`src/camx_regs.svh`:
```
// register offsets, status field positions, reset values and limits of the camera config bank
`ifndef CAMX_REGS_SVH
`define CAMX_REGS_SVH

// ----------------------------------------------------------------------
// byte offsets
// ----------------------------------------------------------------------
`define CAMX_ADDR_W            12
`define CAMX_OFS_WIN_H_OFFSET  12'h008
`define CAMX_OFS_WIN_H_SIZE    12'h00c
`define CAMX_OFS_PIX_CLK       12'h404
`define CAMX_OFS_EXP_LOOP      12'h500
`define CAMX_OFS_GAIN_LOOP     12'h504
`define CAMX_OFS_LUM_TYPE      12'h508
`define CAMX_OFS_LUM_TARGET    12'h50c
`define CAMX_OFS_GAIN_LOWER    12'h518
`define CAMX_OFS_GAIN_UPPER    12'h51c
`define CAMX_OFS_CORR_SPEED    12'h520
`define CAMX_OFS_GAIN_STATUS   12'h524
`define CAMX_OFS_FP_ENABLE     12'h700
`define CAMX_OFS_FP_VALUE      12'h704
`define CAMX_OFS_ROW_OVH       12'h708
`define CAMX_OFS_EXP_MODE      12'h720
`define CAMX_OFS_EXP_TIME      12'h728

// ----------------------------------------------------------------------
// field positions in the status word
// ----------------------------------------------------------------------
`define CAMX_STAT_AT_MIN_BIT   28
`define CAMX_STAT_AT_MAX_BIT   29

// ----------------------------------------------------------------------
// limits and reset values
// ----------------------------------------------------------------------
`define CAMX_GAIN_UNITY        14'h0400
`define CAMX_GAIN_TOP          14'h3fff
`define CAMX_LUM_MIN           12'h001
`define CAMX_LUM_RESET         12'h800
`define CAMX_PIX_CLK_MIN       9'h020
`define CAMX_EXP_TIME_MAX      20'hf4240
`define CAMX_WIN_STEP          13'h0008
`define CAMX_FP_RESET          20'h00000
`define CAMX_EXP_TIME_RESET    20'h00000
`define CAMX_WIN_OFS_RESET     12'h000
`define CAMX_WIN_SIZE_RESET    13'h0008

`endif

```
`src/camx_pkg.sv`:
```
// enumerated field codes of the camera config bank
`default_nettype none
package camx_pkg;

    typedef enum logic [1:0] {
        CAMX_EXP_FREE     = 2'b00,
        CAMX_EXP_TRIG_PW  = 2'b01,
        CAMX_EXP_INTERNAL = 2'b10,
        CAMX_EXP_RSVD     = 2'b11
    } camx_exp_mode_type;

    typedef enum logic [1:0] {
        CAMX_LUM_AVERAGE = 2'b00,
        CAMX_LUM_PEAK    = 2'b01,
        CAMX_LUM_RSVD2   = 2'b10,
        CAMX_LUM_RSVD3   = 2'b11
    } camx_lum_type_type;

    typedef enum logic [1:0] {
        CAMX_SPEED_1X = 2'b00,
        CAMX_SPEED_2X = 2'b01,
        CAMX_SPEED_3X = 2'b10,
        CAMX_SPEED_4X = 2'b11
    } camx_speed_type;

endpackage
`default_nettype wire

```
`src/camx_regs_top.sv`:
```
// apb register bank for exposure, gain, frame period, pixel clock and image window
//
// Contract
// - gain loop enable bit 0
// - upper gain limit 14 bits, lower+1..16383
// - lower gain limit 14 bits, 1024..upper-1
// - applied gain clamped to limits while looping
// - luminance target 12 bits, 1..4095
// - luminance type average, peak, others reserved
// - correction speed codes 1x to 4x
// - exposure mode free, trigger width, internal
// - internal exposure 20 bits, up to 1 s
// - internal time applied only in internal mode
// - frame period enable bit 0
// - frame period 20 bits, not below minimum; resets to 0, and only written values are raised to the minimum
// - pixel clock 9 bits, 32 to maximum
// - row overhead cleared adds one microsecond
// - window offset 12 bits, multiple of 8
// - window size 13 bits, multiple of 8
// - exposure loop enable bit 0
//
// Local design decision: the APB register port.
`timescale 1ns/1ps
`default_nettype none
`include "camx_regs.svh"

module camx_regs_top #(
    parameter int GAIN_W = 14,
    parameter int LUM_W  = 12,
    parameter int TIME_W = 20,
    parameter int PCLK_W = 9
) (
    input  wire logic                 ref_clk,
    input  wire logic                 reset_n,

    // apb slave
    input  wire logic                 psel,
    input  wire logic                 penable,
    input  wire logic                 pwrite,
    input  wire logic [31:0]          paddr,
    input  wire logic [31:0]          pwdata,
    output var  logic [31:0]          prdata,
    output var  logic                 pready,
    output var  logic                 pslverr,

    // limits reported by the sensor side
    input  wire logic [15:0]          max_h_size,
    input  wire logic [23:0]          min_frame_time,
    input  wire logic [PCLK_W-1:0]    pix_clk_max,

    // gain asked for by the loop engine and by the manual path
    input  wire logic [GAIN_W-1:0]    loop_gain_request,
    input  wire logic [GAIN_W-1:0]    manual_gain,

    // configuration towards the imaging core
    output var  logic                 auto_gain_loop_en,
    output var  logic                 auto_exposure_loop_en,
    output var  logic [GAIN_W-1:0]    applied_gain,
    output var  logic [LUM_W-1:0]     lum_target,
    output var  camx_pkg::camx_lum_type_type lum_type,
    output var  camx_pkg::camx_speed_type    corr_speed,
    output var  camx_pkg::camx_exp_mode_type exp_mode,
    output var  logic [TIME_W-1:0]    exp_time_applied,
    output var  logic                 frame_period_en,
    output var  logic [TIME_W-1:0]    frame_period_us,
    output var  logic [PCLK_W-1:0]    pixel_clock_mhz,
    output var  logic                 line_extra_us,
    output var  logic [11:0]          image_window_h_offset,
    output var  logic [12:0]          image_window_h_size
);

    // ------------------------------------------------------------------
    // elaboration checks
    // ------------------------------------------------------------------
    if (GAIN_W != 14 || LUM_W != 12 || TIME_W != 20 || PCLK_W != 9) begin : g_bad_width
        $error("camx_regs_top: field widths are fixed by the register layout");
    end

    // ------------------------------------------------------------------
    // stored fields
    // ------------------------------------------------------------------
    logic                      gain_loop_q;
    logic                      exp_loop_q;

    logic [GAIN_W-1:0]         gain_lower_q;
    logic [GAIN_W-1:0]         gain_upper_q;
    logic [LUM_W-1:0]          lum_target_q;
    camx_pkg::camx_lum_type_type lum_type_q;
    camx_pkg::camx_speed_type  speed_q;

    camx_pkg::camx_exp_mode_type exp_mode_q;
    logic [TIME_W-1:0]         exp_time_q;
    logic [TIME_W-1:0]         exp_applied_q;

    logic                      fp_en_q;
    logic [TIME_W-1:0]         fp_value_q;
    logic [PCLK_W-1:0]         pix_clk_q;
    logic                      row_ovh_q;

    logic [11:0]               win_ofs_q;
    logic [12:0]               win_size_q;

    logic [GAIN_W-1:0]         applied_gain_q;
    logic [GAIN_W-1:0]         applied_gain_d;
    logic                      at_min_q;
    logic                      at_max_q;

    logic [31:0]               prdata_q;
    logic [31:0]               prdata_d;

    // ------------------------------------------------------------------
    // address decode
    // ------------------------------------------------------------------
    wire logic [11:0] ofs      = paddr[11:0];
    wire logic        in_page  = (paddr[31:12] == 20'h00000);
    wire logic        setup    = psel & ~penable;
    wire logic        wr       = psel & penable & pwrite;

    wire logic hit_win_ofs  = in_page & (ofs == `CAMX_OFS_WIN_H_OFFSET);
    wire logic hit_win_size = in_page & (ofs == `CAMX_OFS_WIN_H_SIZE);
    wire logic hit_pix_clk  = in_page & (ofs == `CAMX_OFS_PIX_CLK);

    wire logic hit_exp_loop = in_page & (ofs == `CAMX_OFS_EXP_LOOP);
    wire logic hit_gain_loop = in_page & (ofs == `CAMX_OFS_GAIN_LOOP);
    wire logic hit_lum_type = in_page & (ofs == `CAMX_OFS_LUM_TYPE);
    wire logic hit_lum_tgt  = in_page & (ofs == `CAMX_OFS_LUM_TARGET);
    wire logic hit_g_lower  = in_page & (ofs == `CAMX_OFS_GAIN_LOWER);
    wire logic hit_g_upper  = in_page & (ofs == `CAMX_OFS_GAIN_UPPER);
    wire logic hit_speed    = in_page & (ofs == `CAMX_OFS_CORR_SPEED);
    wire logic hit_status   = in_page & (ofs == `CAMX_OFS_GAIN_STATUS);

    wire logic hit_fp_en    = in_page & (ofs == `CAMX_OFS_FP_ENABLE);
    wire logic hit_fp_val   = in_page & (ofs == `CAMX_OFS_FP_VALUE);
    wire logic hit_row_ovh  = in_page & (ofs == `CAMX_OFS_ROW_OVH);
    wire logic hit_exp_mode = in_page & (ofs == `CAMX_OFS_EXP_MODE);
    wire logic hit_exp_time = in_page & (ofs == `CAMX_OFS_EXP_TIME);

    wire logic hit_any = hit_win_ofs | hit_win_size | hit_pix_clk | hit_exp_loop
                       | hit_gain_loop | hit_lum_type | hit_lum_tgt | hit_g_lower
                       | hit_g_upper | hit_speed | hit_status | hit_fp_en
                       | hit_fp_val | hit_row_ovh | hit_exp_mode | hit_exp_time;

    // the status word is read-only; a write to it is flagged like an unmapped one
    wire logic bad_access = ~hit_any | (pwrite & hit_status);

    // ------------------------------------------------------------------
    // write value conditioning: out-of-range values saturate, reserved codes are refused
    // ------------------------------------------------------------------
    // bits above each field are dropped here, so they never store
    wire logic [GAIN_W-1:0] w_gain = pwdata[GAIN_W-1:0];
    wire logic [LUM_W-1:0]  w_lum  = pwdata[LUM_W-1:0];
    wire logic [TIME_W-1:0] w_time = pwdata[TIME_W-1:0];
    wire logic [PCLK_W-1:0] w_pclk = pwdata[PCLK_W-1:0];

    // the lower limit stays at unity or above and strictly below the upper
    wire logic [GAIN_W-1:0] upper_m1 = gain_upper_q - 14'h0001;
    wire logic [GAIN_W-1:0] lower_p1 = gain_lower_q + 14'h0001;

    wire logic [GAIN_W-1:0] new_lower =
        (w_gain < `CAMX_GAIN_UNITY) ? `CAMX_GAIN_UNITY :
        (w_gain > upper_m1)         ? upper_m1         : w_gain;
    // 14 bits already cap the upper limit at the top code
    wire logic [GAIN_W-1:0] new_upper =
        (w_gain < lower_p1) ? lower_p1 : w_gain;

    wire logic [LUM_W-1:0] new_lum =
        (w_lum < `CAMX_LUM_MIN) ? `CAMX_LUM_MIN : w_lum;

    wire logic [TIME_W-1:0] new_exp_time =
        (w_time > `CAMX_EXP_TIME_MAX) ? `CAMX_EXP_TIME_MAX : w_time;

    // a minimum frame time wider than the field saturates to the field top
    wire logic [TIME_W-1:0] fp_floor =
        (min_frame_time[23:TIME_W] != 4'h0) ? {TIME_W{1'b1}} : min_frame_time[TIME_W-1:0];
    wire logic [TIME_W-1:0] new_fp =
        (w_time < fp_floor) ? fp_floor : w_time;

    // the reported maximum wins only over writes above it; a write at or below a maximum under 32 gives 32
    wire logic [PCLK_W-1:0] new_pclk =
        (w_pclk > pix_clk_max)       ? pix_clk_max        :
        (w_pclk < `CAMX_PIX_CLK_MIN) ? `CAMX_PIX_CLK_MIN  : w_pclk;

    // window fields snap down to the 8 pixel grid
    wire logic [12:0] max_h13 =
        (max_h_size[15:13] != 3'h0) ? 13'h1ff8 : {max_h_size[12:3], 3'b000};
    wire logic [12:0] ofs_top  = (max_h13 > `CAMX_WIN_STEP) ? (max_h13 - `CAMX_WIN_STEP) : 13'h0000;
    wire logic [12:0] w_ofs13  = {1'b0, pwdata[11:3], 3'b000};
    wire logic [12:0] ofs_sat  = (w_ofs13 > ofs_top) ? ofs_top : w_ofs13;
    wire logic [11:0] new_win_ofs = ofs_sat[11:0];
    wire logic [12:0] w_size13 = {pwdata[12:3], 3'b000};
    wire logic [12:0] new_win_size =
        (w_size13 < `CAMX_WIN_STEP) ? `CAMX_WIN_STEP :
        (w_size13 > max_h13)        ? max_h13        : w_size13;

    // reserved codes are refused; the old setting stays in force
    wire logic lum_code_ok = (pwdata[1:0] == camx_pkg::CAMX_LUM_AVERAGE)
                           | (pwdata[1:0] == camx_pkg::CAMX_LUM_PEAK);
    wire logic exp_code_ok = (pwdata[1:0] != camx_pkg::CAMX_EXP_RSVD);

    // ------------------------------------------------------------------
    // storage
    // ------------------------------------------------------------------
    always_ff @(posedge ref_clk or negedge reset_n) begin
        if (!reset_n) begin
            gain_loop_q <= 1'b0;
            exp_loop_q  <= 1'b0;
            fp_en_q     <= 1'b0;
            row_ovh_q   <= 1'b0;
        end else if (wr) begin
            if (hit_gain_loop) gain_loop_q <= pwdata[0];
            if (hit_exp_loop)  exp_loop_q  <= pwdata[0];
            if (hit_fp_en)     fp_en_q     <= pwdata[0];
            if (hit_row_ovh)   row_ovh_q   <= pwdata[0];
        end
    end

    always_ff @(posedge ref_clk or negedge reset_n) begin
        if (!reset_n) begin
            gain_lower_q <= `CAMX_GAIN_UNITY;
            gain_upper_q <= `CAMX_GAIN_TOP;
            lum_target_q <= `CAMX_LUM_RESET;
        end else if (wr) begin
            if (hit_g_lower) gain_lower_q <= new_lower;
            if (hit_g_upper) gain_upper_q <= new_upper;
            if (hit_lum_tgt) lum_target_q <= new_lum;
        end
    end

    always_ff @(posedge ref_clk or negedge reset_n) begin
        if (!reset_n) begin
            lum_type_q <= camx_pkg::CAMX_LUM_AVERAGE;
            speed_q    <= camx_pkg::CAMX_SPEED_1X;
            exp_mode_q <= camx_pkg::CAMX_EXP_FREE;
        end else if (wr) begin
            if (hit_lum_type && lum_code_ok)
                lum_type_q <= camx_pkg::camx_lum_type_type'(pwdata[1:0]);
            if (hit_speed)
                speed_q <= camx_pkg::camx_speed_type'(pwdata[1:0]);
            if (hit_exp_mode && exp_code_ok)
                exp_mode_q <= camx_pkg::camx_exp_mode_type'(pwdata[1:0]);
        end
    end

    always_ff @(posedge ref_clk or negedge reset_n) begin
        if (!reset_n) begin
            exp_time_q <= `CAMX_EXP_TIME_RESET;
            fp_value_q <= `CAMX_FP_RESET;
            pix_clk_q  <= `CAMX_PIX_CLK_MIN;
        end else if (wr) begin
            if (hit_exp_time) exp_time_q <= new_exp_time;
            if (hit_fp_val)   fp_value_q <= new_fp;
            if (hit_pix_clk)  pix_clk_q  <= new_pclk;
        end
    end

    always_ff @(posedge ref_clk or negedge reset_n) begin
        if (!reset_n) begin
            win_ofs_q  <= `CAMX_WIN_OFS_RESET;
            win_size_q <= `CAMX_WIN_SIZE_RESET;
        end else if (wr) begin
            if (hit_win_ofs)  win_ofs_q  <= new_win_ofs;
            if (hit_win_size) win_size_q <= new_win_size;
        end
    end

    // holding zero outside internal mode keeps a stale time from leaking in;
    // the flop adds one cycle after a mode or time write
    wire logic [TIME_W-1:0] exp_gate_d =
        (exp_mode_q == camx_pkg::CAMX_EXP_INTERNAL) ? exp_time_q : {TIME_W{1'b0}};

    always_ff @(posedge ref_clk or negedge reset_n) begin
        if (!reset_n)
            exp_applied_q <= `CAMX_EXP_TIME_RESET;
        else
            exp_applied_q <= exp_gate_d;
    end

    // ------------------------------------------------------------------
    // applied gain
    // ------------------------------------------------------------------
    // the loop engine may ask for anything; the limits are enforced here
    // so a misbehaving engine cannot drive the sensor past them
    wire logic req_low  = loop_gain_request < gain_lower_q;
    wire logic req_high = loop_gain_request > gain_upper_q;

    always_comb begin
        if (!gain_loop_q)
            applied_gain_d = manual_gain;
        else if (req_low)
            applied_gain_d = gain_lower_q;
        else if (req_high)
            applied_gain_d = gain_upper_q;
        else
            applied_gain_d = loop_gain_request;
    end

    always_ff @(posedge ref_clk or negedge reset_n) begin
        if (!reset_n) begin
            applied_gain_q <= `CAMX_GAIN_UNITY;
            at_min_q       <= 1'b0;
            at_max_q       <= 1'b0;
        end else begin
            applied_gain_q <= applied_gain_d;
            at_min_q       <= gain_loop_q & req_low;
            at_max_q       <= gain_loop_q & req_high;
        end
    end

    // ------------------------------------------------------------------
    // read mux, sampled in the setup cycle
    // ------------------------------------------------------------------
    always_comb begin
        prdata_d = 32'h00000000;
        if (hit_win_ofs)   prdata_d[11:0]         = win_ofs_q;
        if (hit_win_size)  prdata_d[12:0]         = win_size_q;
        if (hit_pix_clk)   prdata_d[PCLK_W-1:0]   = pix_clk_q;
        if (hit_exp_loop)  prdata_d[0]            = exp_loop_q;
        if (hit_gain_loop) prdata_d[0]            = gain_loop_q;
        if (hit_lum_type)  prdata_d[1:0]          = lum_type_q;
        if (hit_lum_tgt)   prdata_d[LUM_W-1:0]    = lum_target_q;
        if (hit_g_lower)   prdata_d[GAIN_W-1:0]   = gain_lower_q;
        if (hit_g_upper)   prdata_d[GAIN_W-1:0]   = gain_upper_q;
        if (hit_speed)     prdata_d[1:0]          = speed_q;
        if (hit_fp_en)     prdata_d[0]            = fp_en_q;
        if (hit_fp_val)    prdata_d[TIME_W-1:0]   = fp_value_q;
        if (hit_row_ovh)   prdata_d[0]            = row_ovh_q;
        if (hit_exp_mode)  prdata_d[1:0]          = exp_mode_q;
        if (hit_exp_time)  prdata_d[TIME_W-1:0]   = exp_time_q;

        if (hit_status) begin
            prdata_d[GAIN_W-1:0]            = applied_gain_q;
            prdata_d[`CAMX_STAT_AT_MIN_BIT] = at_min_q;
            prdata_d[`CAMX_STAT_AT_MAX_BIT] = at_max_q;
        end
    end

    always_ff @(posedge ref_clk or negedge reset_n) begin
        if (!reset_n)
            prdata_q <= 32'h00000000;
        else if (setup && !pwrite)
            prdata_q <= prdata_d;
    end

    // ------------------------------------------------------------------
    // apb answer: zero wait states
    // ------------------------------------------------------------------
    // prdata is captured in setup so the access phase can finish at once
    assign prdata  = prdata_q;
    assign pready  = 1'b1;
    assign pslverr = psel & penable & bad_access;

    // ------------------------------------------------------------------
    // outputs to the core
    // ------------------------------------------------------------------
    assign auto_gain_loop_en     = gain_loop_q;
    assign auto_exposure_loop_en = exp_loop_q;

    assign applied_gain          = applied_gain_q;
    assign lum_target            = lum_target_q;
    assign lum_type              = lum_type_q;
    assign corr_speed            = speed_q;
    assign exp_mode              = exp_mode_q;
    assign exp_time_applied      = exp_applied_q;
    assign frame_period_en       = fp_en_q;
    assign frame_period_us       = fp_value_q;
    assign pixel_clock_mhz       = pix_clk_q;

    // the two-tap restriction is up to software; nothing here enforces it
    assign line_extra_us         = ~row_ovh_q;
    assign image_window_h_offset = win_ofs_q;
    assign image_window_h_size   = win_size_q;

endmodule // camx_regs_top
`default_nettype wire

```
`config.mk`:
```
export PLATFORM = sky130hd
export DESIGN_NAME = camx_regs_top
export DESIGN_NICKNAME = d
export VERILOG_FILES = /design/src/camx_pkg.sv /design/src/camx_regs_top.sv
export VERILOG_INCLUDE_DIRS = /design/src
export SDC_FILE = /design/constraint.sdc
export NUM_CORES = 1
export LEC_CHECK = 0
export ABC_CLOCK_PERIOD_IN_PS = 8100
export BUFFER_PORTS_ARGS = -buffer_cell sky130_fd_sc_hd__clkbuf_2
export CORE_MARGIN = 1.5
export CORE_UTILIZATION = 59
export CTS_CLUSTER_SIZE = 30
export DETAILED_ROUTE_END_ITERATION = 7
export HOLD_SLACK_MARGIN = 0.1
export PLACE_DENSITY_LB_ADDON = 0.08
export SYNTH_ARGS = -nofsm -noshare
export SYNTH_HDL_FRONTEND = slang
export SYNTH_SLANG_ARGS = --single-unit
```
`constraint.sdc`:
```
create_clock -name ref_clk -period 8.1 [get_ports ref_clk]
set_clock_uncertainty 0.05 [all_clocks]
set_input_delay 0.405 -clock ref_clk [delete_from_list [all_inputs] [get_ports ref_clk]]
set_output_delay 0.405 -clock ref_clk [all_outputs]
set_load 0.05 [all_outputs]
```
### After elaboration in Yosys (flattened, before gate mapping)

Index checks and enable logic that the tools add are counted.

* muxes and demuxes: 35
* equal/unequal tests: 19
* bitwise logic cells: 43
* add/sub/neg operators: 3
* reductions and logical operators: 23
* $lt $le $gt $ge: 14

Operators by type and width (number)
* equality test 12 x 11 -> 1 bit, second input constant: 14
* 2-to-1 mux 14 bit: 9
* 2-to-1 mux 20 bit: 6
* 2-to-1 mux 13 bit: 5
* 2-to-1 mux 12 bit: 4
* AND reduction 2 bit: 15
* greater-than comparator 14 bit: 2
* less-than comparator 14 bit: 2
* 2-to-1 mux 9 bit: 3
* equality test 12 x 4 -> 1 bit, second input constant: 2
* bitwise AND 1 bit: 23
* greater-than comparator 20 bit, second input constant: 1
* zero test 20 bit: 1
* less-than comparator 20 bit: 1
* bitwise OR 1 bit: 17
* adder 14 x 1 -> 14 bit, second input constant: 1
* less-than comparator 14 x 11 -> 1 bit, second input constant: 1
* subtractor 14 x 1 -> 14 bit, second input constant: 1
* greater-than comparator 12 x 13 -> 1 bit: 1
* greater-than comparator 13 bit: 1
* greater-than comparator 13 x 4 -> 1 bit, second input constant: 1
* less-than comparator 13 x 4 -> 1 bit, second input constant: 1
* subtractor 13 x 4 -> 13 bit, second input constant: 1
* less-than comparator 12 x 1 -> 1 bit, second input constant: 1
* 13 further kinds: 23

* bits of input ports: 146
* register bits after elaboration: 182
* word-level logic and storage cells: 157
* output and inout port bits: 144

### Longest topological paths before layout

* word-level depth: 20
* gate-level depth with buffers: 17
* mapped depth without buffers: 16

### Worst setup path before layout

Ideal clock, no wire load.

* path kind: register to register
* from: register gain_upper_q[0]
* to: register gain_lower_q[10]
* data arrival time: 3.670 ns
* setup slack: 4.305 ns
* setup time: 0.075 ns
* cell stages (with the launch flop): 17
* buffers on the path: 1
* clock period less this slack: 3.795 ns
* cell sequence: dfstp_2 > inv_1 > ha_1 > or3b_2 > nand3b_1 > nor3_1 > nand2_1 > xnor2_1 > ha_1 > and3_1 > nand4_1 > o21bai_1 > a21o_1 > a21oi_1 > buf_2 > mux2i_1 > a2bb2oi_1

* cells in the longest elaborated chain, start to end: 4

RTL lines
* start: declaration: line camx_regs_top.sv:86 `logic [GAIN_W-1:0] gain_upper_q;`
* start signal: assignment: line camx_regs_top.sv:220 `` gain_upper_q <= `CAMX_GAIN_TOP; ``
* start signal: assignment: line camx_regs_top.sv:224 `if (hit_g_upper) gain_upper_q <= new_upper;`
* subtractor 14 x 1 -> 14 bit (*): line camx_regs_top.sv:156 `wire logic [GAIN_W-1:0] upper_m1 = gain_upper_q - 14'h0001;`
* greater-than comparator 14 bit: line camx_regs_top.sv:161 `(w_gain > upper_m1) ? upper_m1 : w_gain;`
* 2-to-1 mux 14 bit (*): line camx_regs_top.sv:161
* 2-to-1 mux 14 bit (*): line camx_regs_top.sv:160 `` (w_gain < `CAMX_GAIN_UNITY) ? `CAMX_GAIN_UNITY : ``
* end signal: assignment: line camx_regs_top.sv:219 `` gain_lower_q <= `CAMX_GAIN_UNITY; ``
* end signal: assignment: line camx_regs_top.sv:223 `if (hit_g_lower) gain_lower_q <= new_lower;`
* end: declaration: line camx_regs_top.sv:85 `logic [GAIN_W-1:0] gain_lower_q;`

Mark *: on every way between the ends. The rest lies on a longest branch, timed or not.
A chain may end at the register's enable or synchronous reset.

### Worst setup path in the final report

* from: register gain_upper_q[0]
* to: register gain_lower_q[9]

The elaborated chain is that of the path after synthesis.

==> flow_summary.ini <==
[pwr]
p_per_area_mw_per_mm2 = 143
internal_power_uw = 1420
ir_drop_mv = 0.156
clock_power_share_pct = 41.1
swShare_pct = 29.6
pwr-share-comb_pct = 14.3
leakage_uw = 0.00703
p_seq_share_pct = 44.6
switching_power_uw = 597

[grt]
gr-usage-met2_pct = 59.3
grt_pass1_wl_mm = 62.6
antenna_found_initial = 1
grt_usage_pct = 38.6
grt-ovfl-total = 0
grt_max_degree = 110
grt_use_met3_pct = 8.47
grt_pass1_vias = 10700
grt_most_used_layer = met2
met1_usage_pct = 52.6

[timing]
slew_viol_final = 0
finalSetupViolCount = 0
post-route-min-period_ns = 4.46
finalHoldViolCount = 0
worst_pin_slew_ns = 1.20
rsz0062_at_grt = false
finalSetupTns_ns = 0
fmax_mhz = 224
relSlewSlack_pct = 20.0
post-route-period-util_pct = 55.0

[critical_path]
required_ns = 8.36
path_class = register to register
critical_path_arrival_ns = 4.72
reg2reg_from = gain_upper_q[0]
critPathCaptureType = register
path_common_cell = ha_1
slowest_stage = or3b_2
cp_slowest_stage_delay_ns = 0.51
startpoint = gain_upper_q[0]
critical_path_buf_inv_count = 2
path_cells = inv_1 > ha_1 > or3b_2 > nand3b_1 > nor3_1 > nand2_1 > xnor2_1 > ha_1 > and3_1 > nand4_1 > o21bai_1 > a21o_1 > a21oi_1 > buf_4 > mux2i_1 > a22o_1
crit_fanout = 10
critPathLaunchType = register
crit_family = simple AND/OR/NAND/NOR gates

[synth]
yosys.area.top_type = dfrtp_1
synth_seq_area_share_pct = 36.6
syn_avg_cell_area_sq_um = 9.55
synth_edf_count = 0
mappedNetlistArea_sq_mm = 0.0121
synth_warnings = 0
synthArstFlopShare_pct = 100
ys.flop_type = dfrtp_1
ys_seq_elements = 176
syn_inst = 1265
synthTopCellsByArea = dfrtp_1 (33%), ha_1 (11%), mux2i_1 (5.6%)
synth_cell_types = 78
synth_top_area_share_pct = 32.5

[detailed_routing]
antenna_violating_nets_post_route = 0
drc = 23
routed_wl_mm = 41.1
viasPerCell = 6.37
drtIter0Drc = 1143
vias = 11300
firstDrtPassIters = 8
wire_per_inst_microns = 23.1

[clock_tree]
cts_sinks = 176
cts_buffers = 17
clockBufferDepth = 2
cts_hold_buf = 1
h-tree-depth = 4
clk_pin_slew_ns = 0.07
cts-resized-gates = 0
cts_tree = yes
cts_root_buffer = clkbuf_16
clk-insertion-delay-late_ns = 0.43
cts_setup_buffers = 0

[place]
port_buffers = 257
gp_congestion = 0.959
placed_cells = 1744
dp_hpwl_mm = 31.2

[flow_run]
maxCapViolCount = 0

[hold_path]
hold_class = input port to register
min_from = pwdata[16]

[floorplanning]
die_x_microns = 146
fp.dieH_microns = 146
io_pins = 290
core_sq_mm = 0.0202
num_rows = 52
dieArea_sq_mm = 0.0213
start_util_pct = 59.9

[status]
status = finished with violations
violations = design-rule violations

[cells_and_area]
instances_no_fill = 1778
layout_commonest_cell = clkbuf_2
final_cell_mix = clkbuf_2 (256), dfrtp_1 (157), nand2_1 (105), ha_1 (105), nor2_1 (83)
synthToLayoutAreaGrowth_pct = 16.4
drive_gt1_share_pct = 25.9
fin_nets = 1745
fin_util_pct = 69.7
[area by class of cell]
type / count / area, sq um
repair buffers: 271 / 1400
diodes: 1 / 2.50
clock buffers: 18 / 439
clock inverters: 14 / 144
fillers: 1665 / 6110
multi-input cells: 960 / 7060
well taps: 270 / 338
inverters: 68 / 255
flip-flops and latches: 176 / 4430
[sequential cells by signal, indices dropped and copies added, names as in the netlist]
register	flops
prdata	22
exp_time_applied	20
exp_time_q	20
frame_period_us	20
applied_gain	14
gain_lower_q	14
gain_upper_q	14
lum_target	12
image_window_h_size	10
image_window_h_offset	9
pixel_clock_mhz	9
corr_speed	2
exp_mode	2
lum_type	2
at_max_q	1
at_min_q	1
auto_exposure_loop_en	1
auto_gain_loop_en	1
frame_period_en	1
row_ovh_q	1
[per-layer routing]
metal	vias to the layer above	routed length, microns	part of all wire (%)
met1	5403	16200	40
met4	0	1750	4.3
li1	5099	-	-
met2	697	18600	45
met5	-	0	0
met3	128	4430	11
[worst min-delay path, cell delays in order]
cell and delay (ns):
clkbuf_2 0.11, inv_1 0.07, o21ai_0 0.07
[synth_stat cells, drive strengths merged (4+ instances only)]
master,instances
ha,105
a22o,27
nand4,23
xnor2,27
a21oi,30
nand2,106
o21ai,81
nor2b,22
mux2,42
clkbuf,32
nand4b,4
a31oi,20
mux2i,68
nor2,84
o22ai,14
a2111oi,6
dfstp,19
nand3b,4
nand2b,9
and4,5
a22oi,16
inv,67
nor3,23
nand3,35
o2111ai,4
o31ai,5
a221oi,18
a21o,33
a2bb2oi,6
and3,10
a222oi,11
dfrtp,157
or4,6
buf,44
o21a,7
nor4,25
a211oi,5
and2,28
[final timing paths]
check                                       endpoint  slack (ns)  cells past startpoint
worst max register to register       gain_lower_q[9]        3.64                     16
worst max-delay path                 gain_lower_q[9]        3.64                     16
worst min-delay path                  exp_time_q[16]        0.22                      3
worst min register to register            prdata[29]        0.42                      2
max in group asynchronous            gain_lower_q[1]        5.91                      3
min in group asynchronous       exp_time_applied[17]        0.62                      2
[metrics by stage]
step | power [uW] | instance area [sq um] | worst slack, ns | hold WS [ns]
after floorplan | 1080 | 12100 | 4.31 | 0.0594
after global placement | 1190 | 13500 | 3.59 | 0.402
after detailed placement | 1200 | 13500 | 3.55 | 0.405
after CTS | 2020 | 14100 | 3.72 | 0.207
after global routing | 2090 | 14100 | 3.29 | 0.219
final | 2020 | 14100 | 3.64 | 0.225
[power groups by stage]
| stage | clock network (uW) | logic (uW) | registers [uW] |
|---|---|---|---|
| 3_3_place_gp | 0 | 277 | 915 |
| 6_report | 830 | 288 | 899 |
| 4_1_cts | 836 | 283 | 899 |
| 2_1_floorplan | 0 | 130 | 951 |
| 3_5_place_dp | 0 | 281 | 916 |
| 5_1_grt | 878 | 309 | 899 |
[kinds of logic (layout without fill, tap and decap cells)]
| group | count (synthesis) | after routing | synth area share (%) |
|---|---|---|---|
| flip-flops | 176 | 176 | 36.6 |
| buffers and inverters | 144 | 371 | 5.61 |
| XOR/XNOR | 29 | 29 | 2.10 |
| multiplexers | 110 | 110 | 9.55 |
| other | 2 | 18 | 0.0622 |
| AO/OA/AOI/OAI | 301 | 301 | 17.2 |
| adder cells (fa/ha/maj) | 105 | 105 | 10.9 |
| AND/OR/NAND/NOR | 398 | 398 | 17.9 |
(Power assumes the default switching activity.)
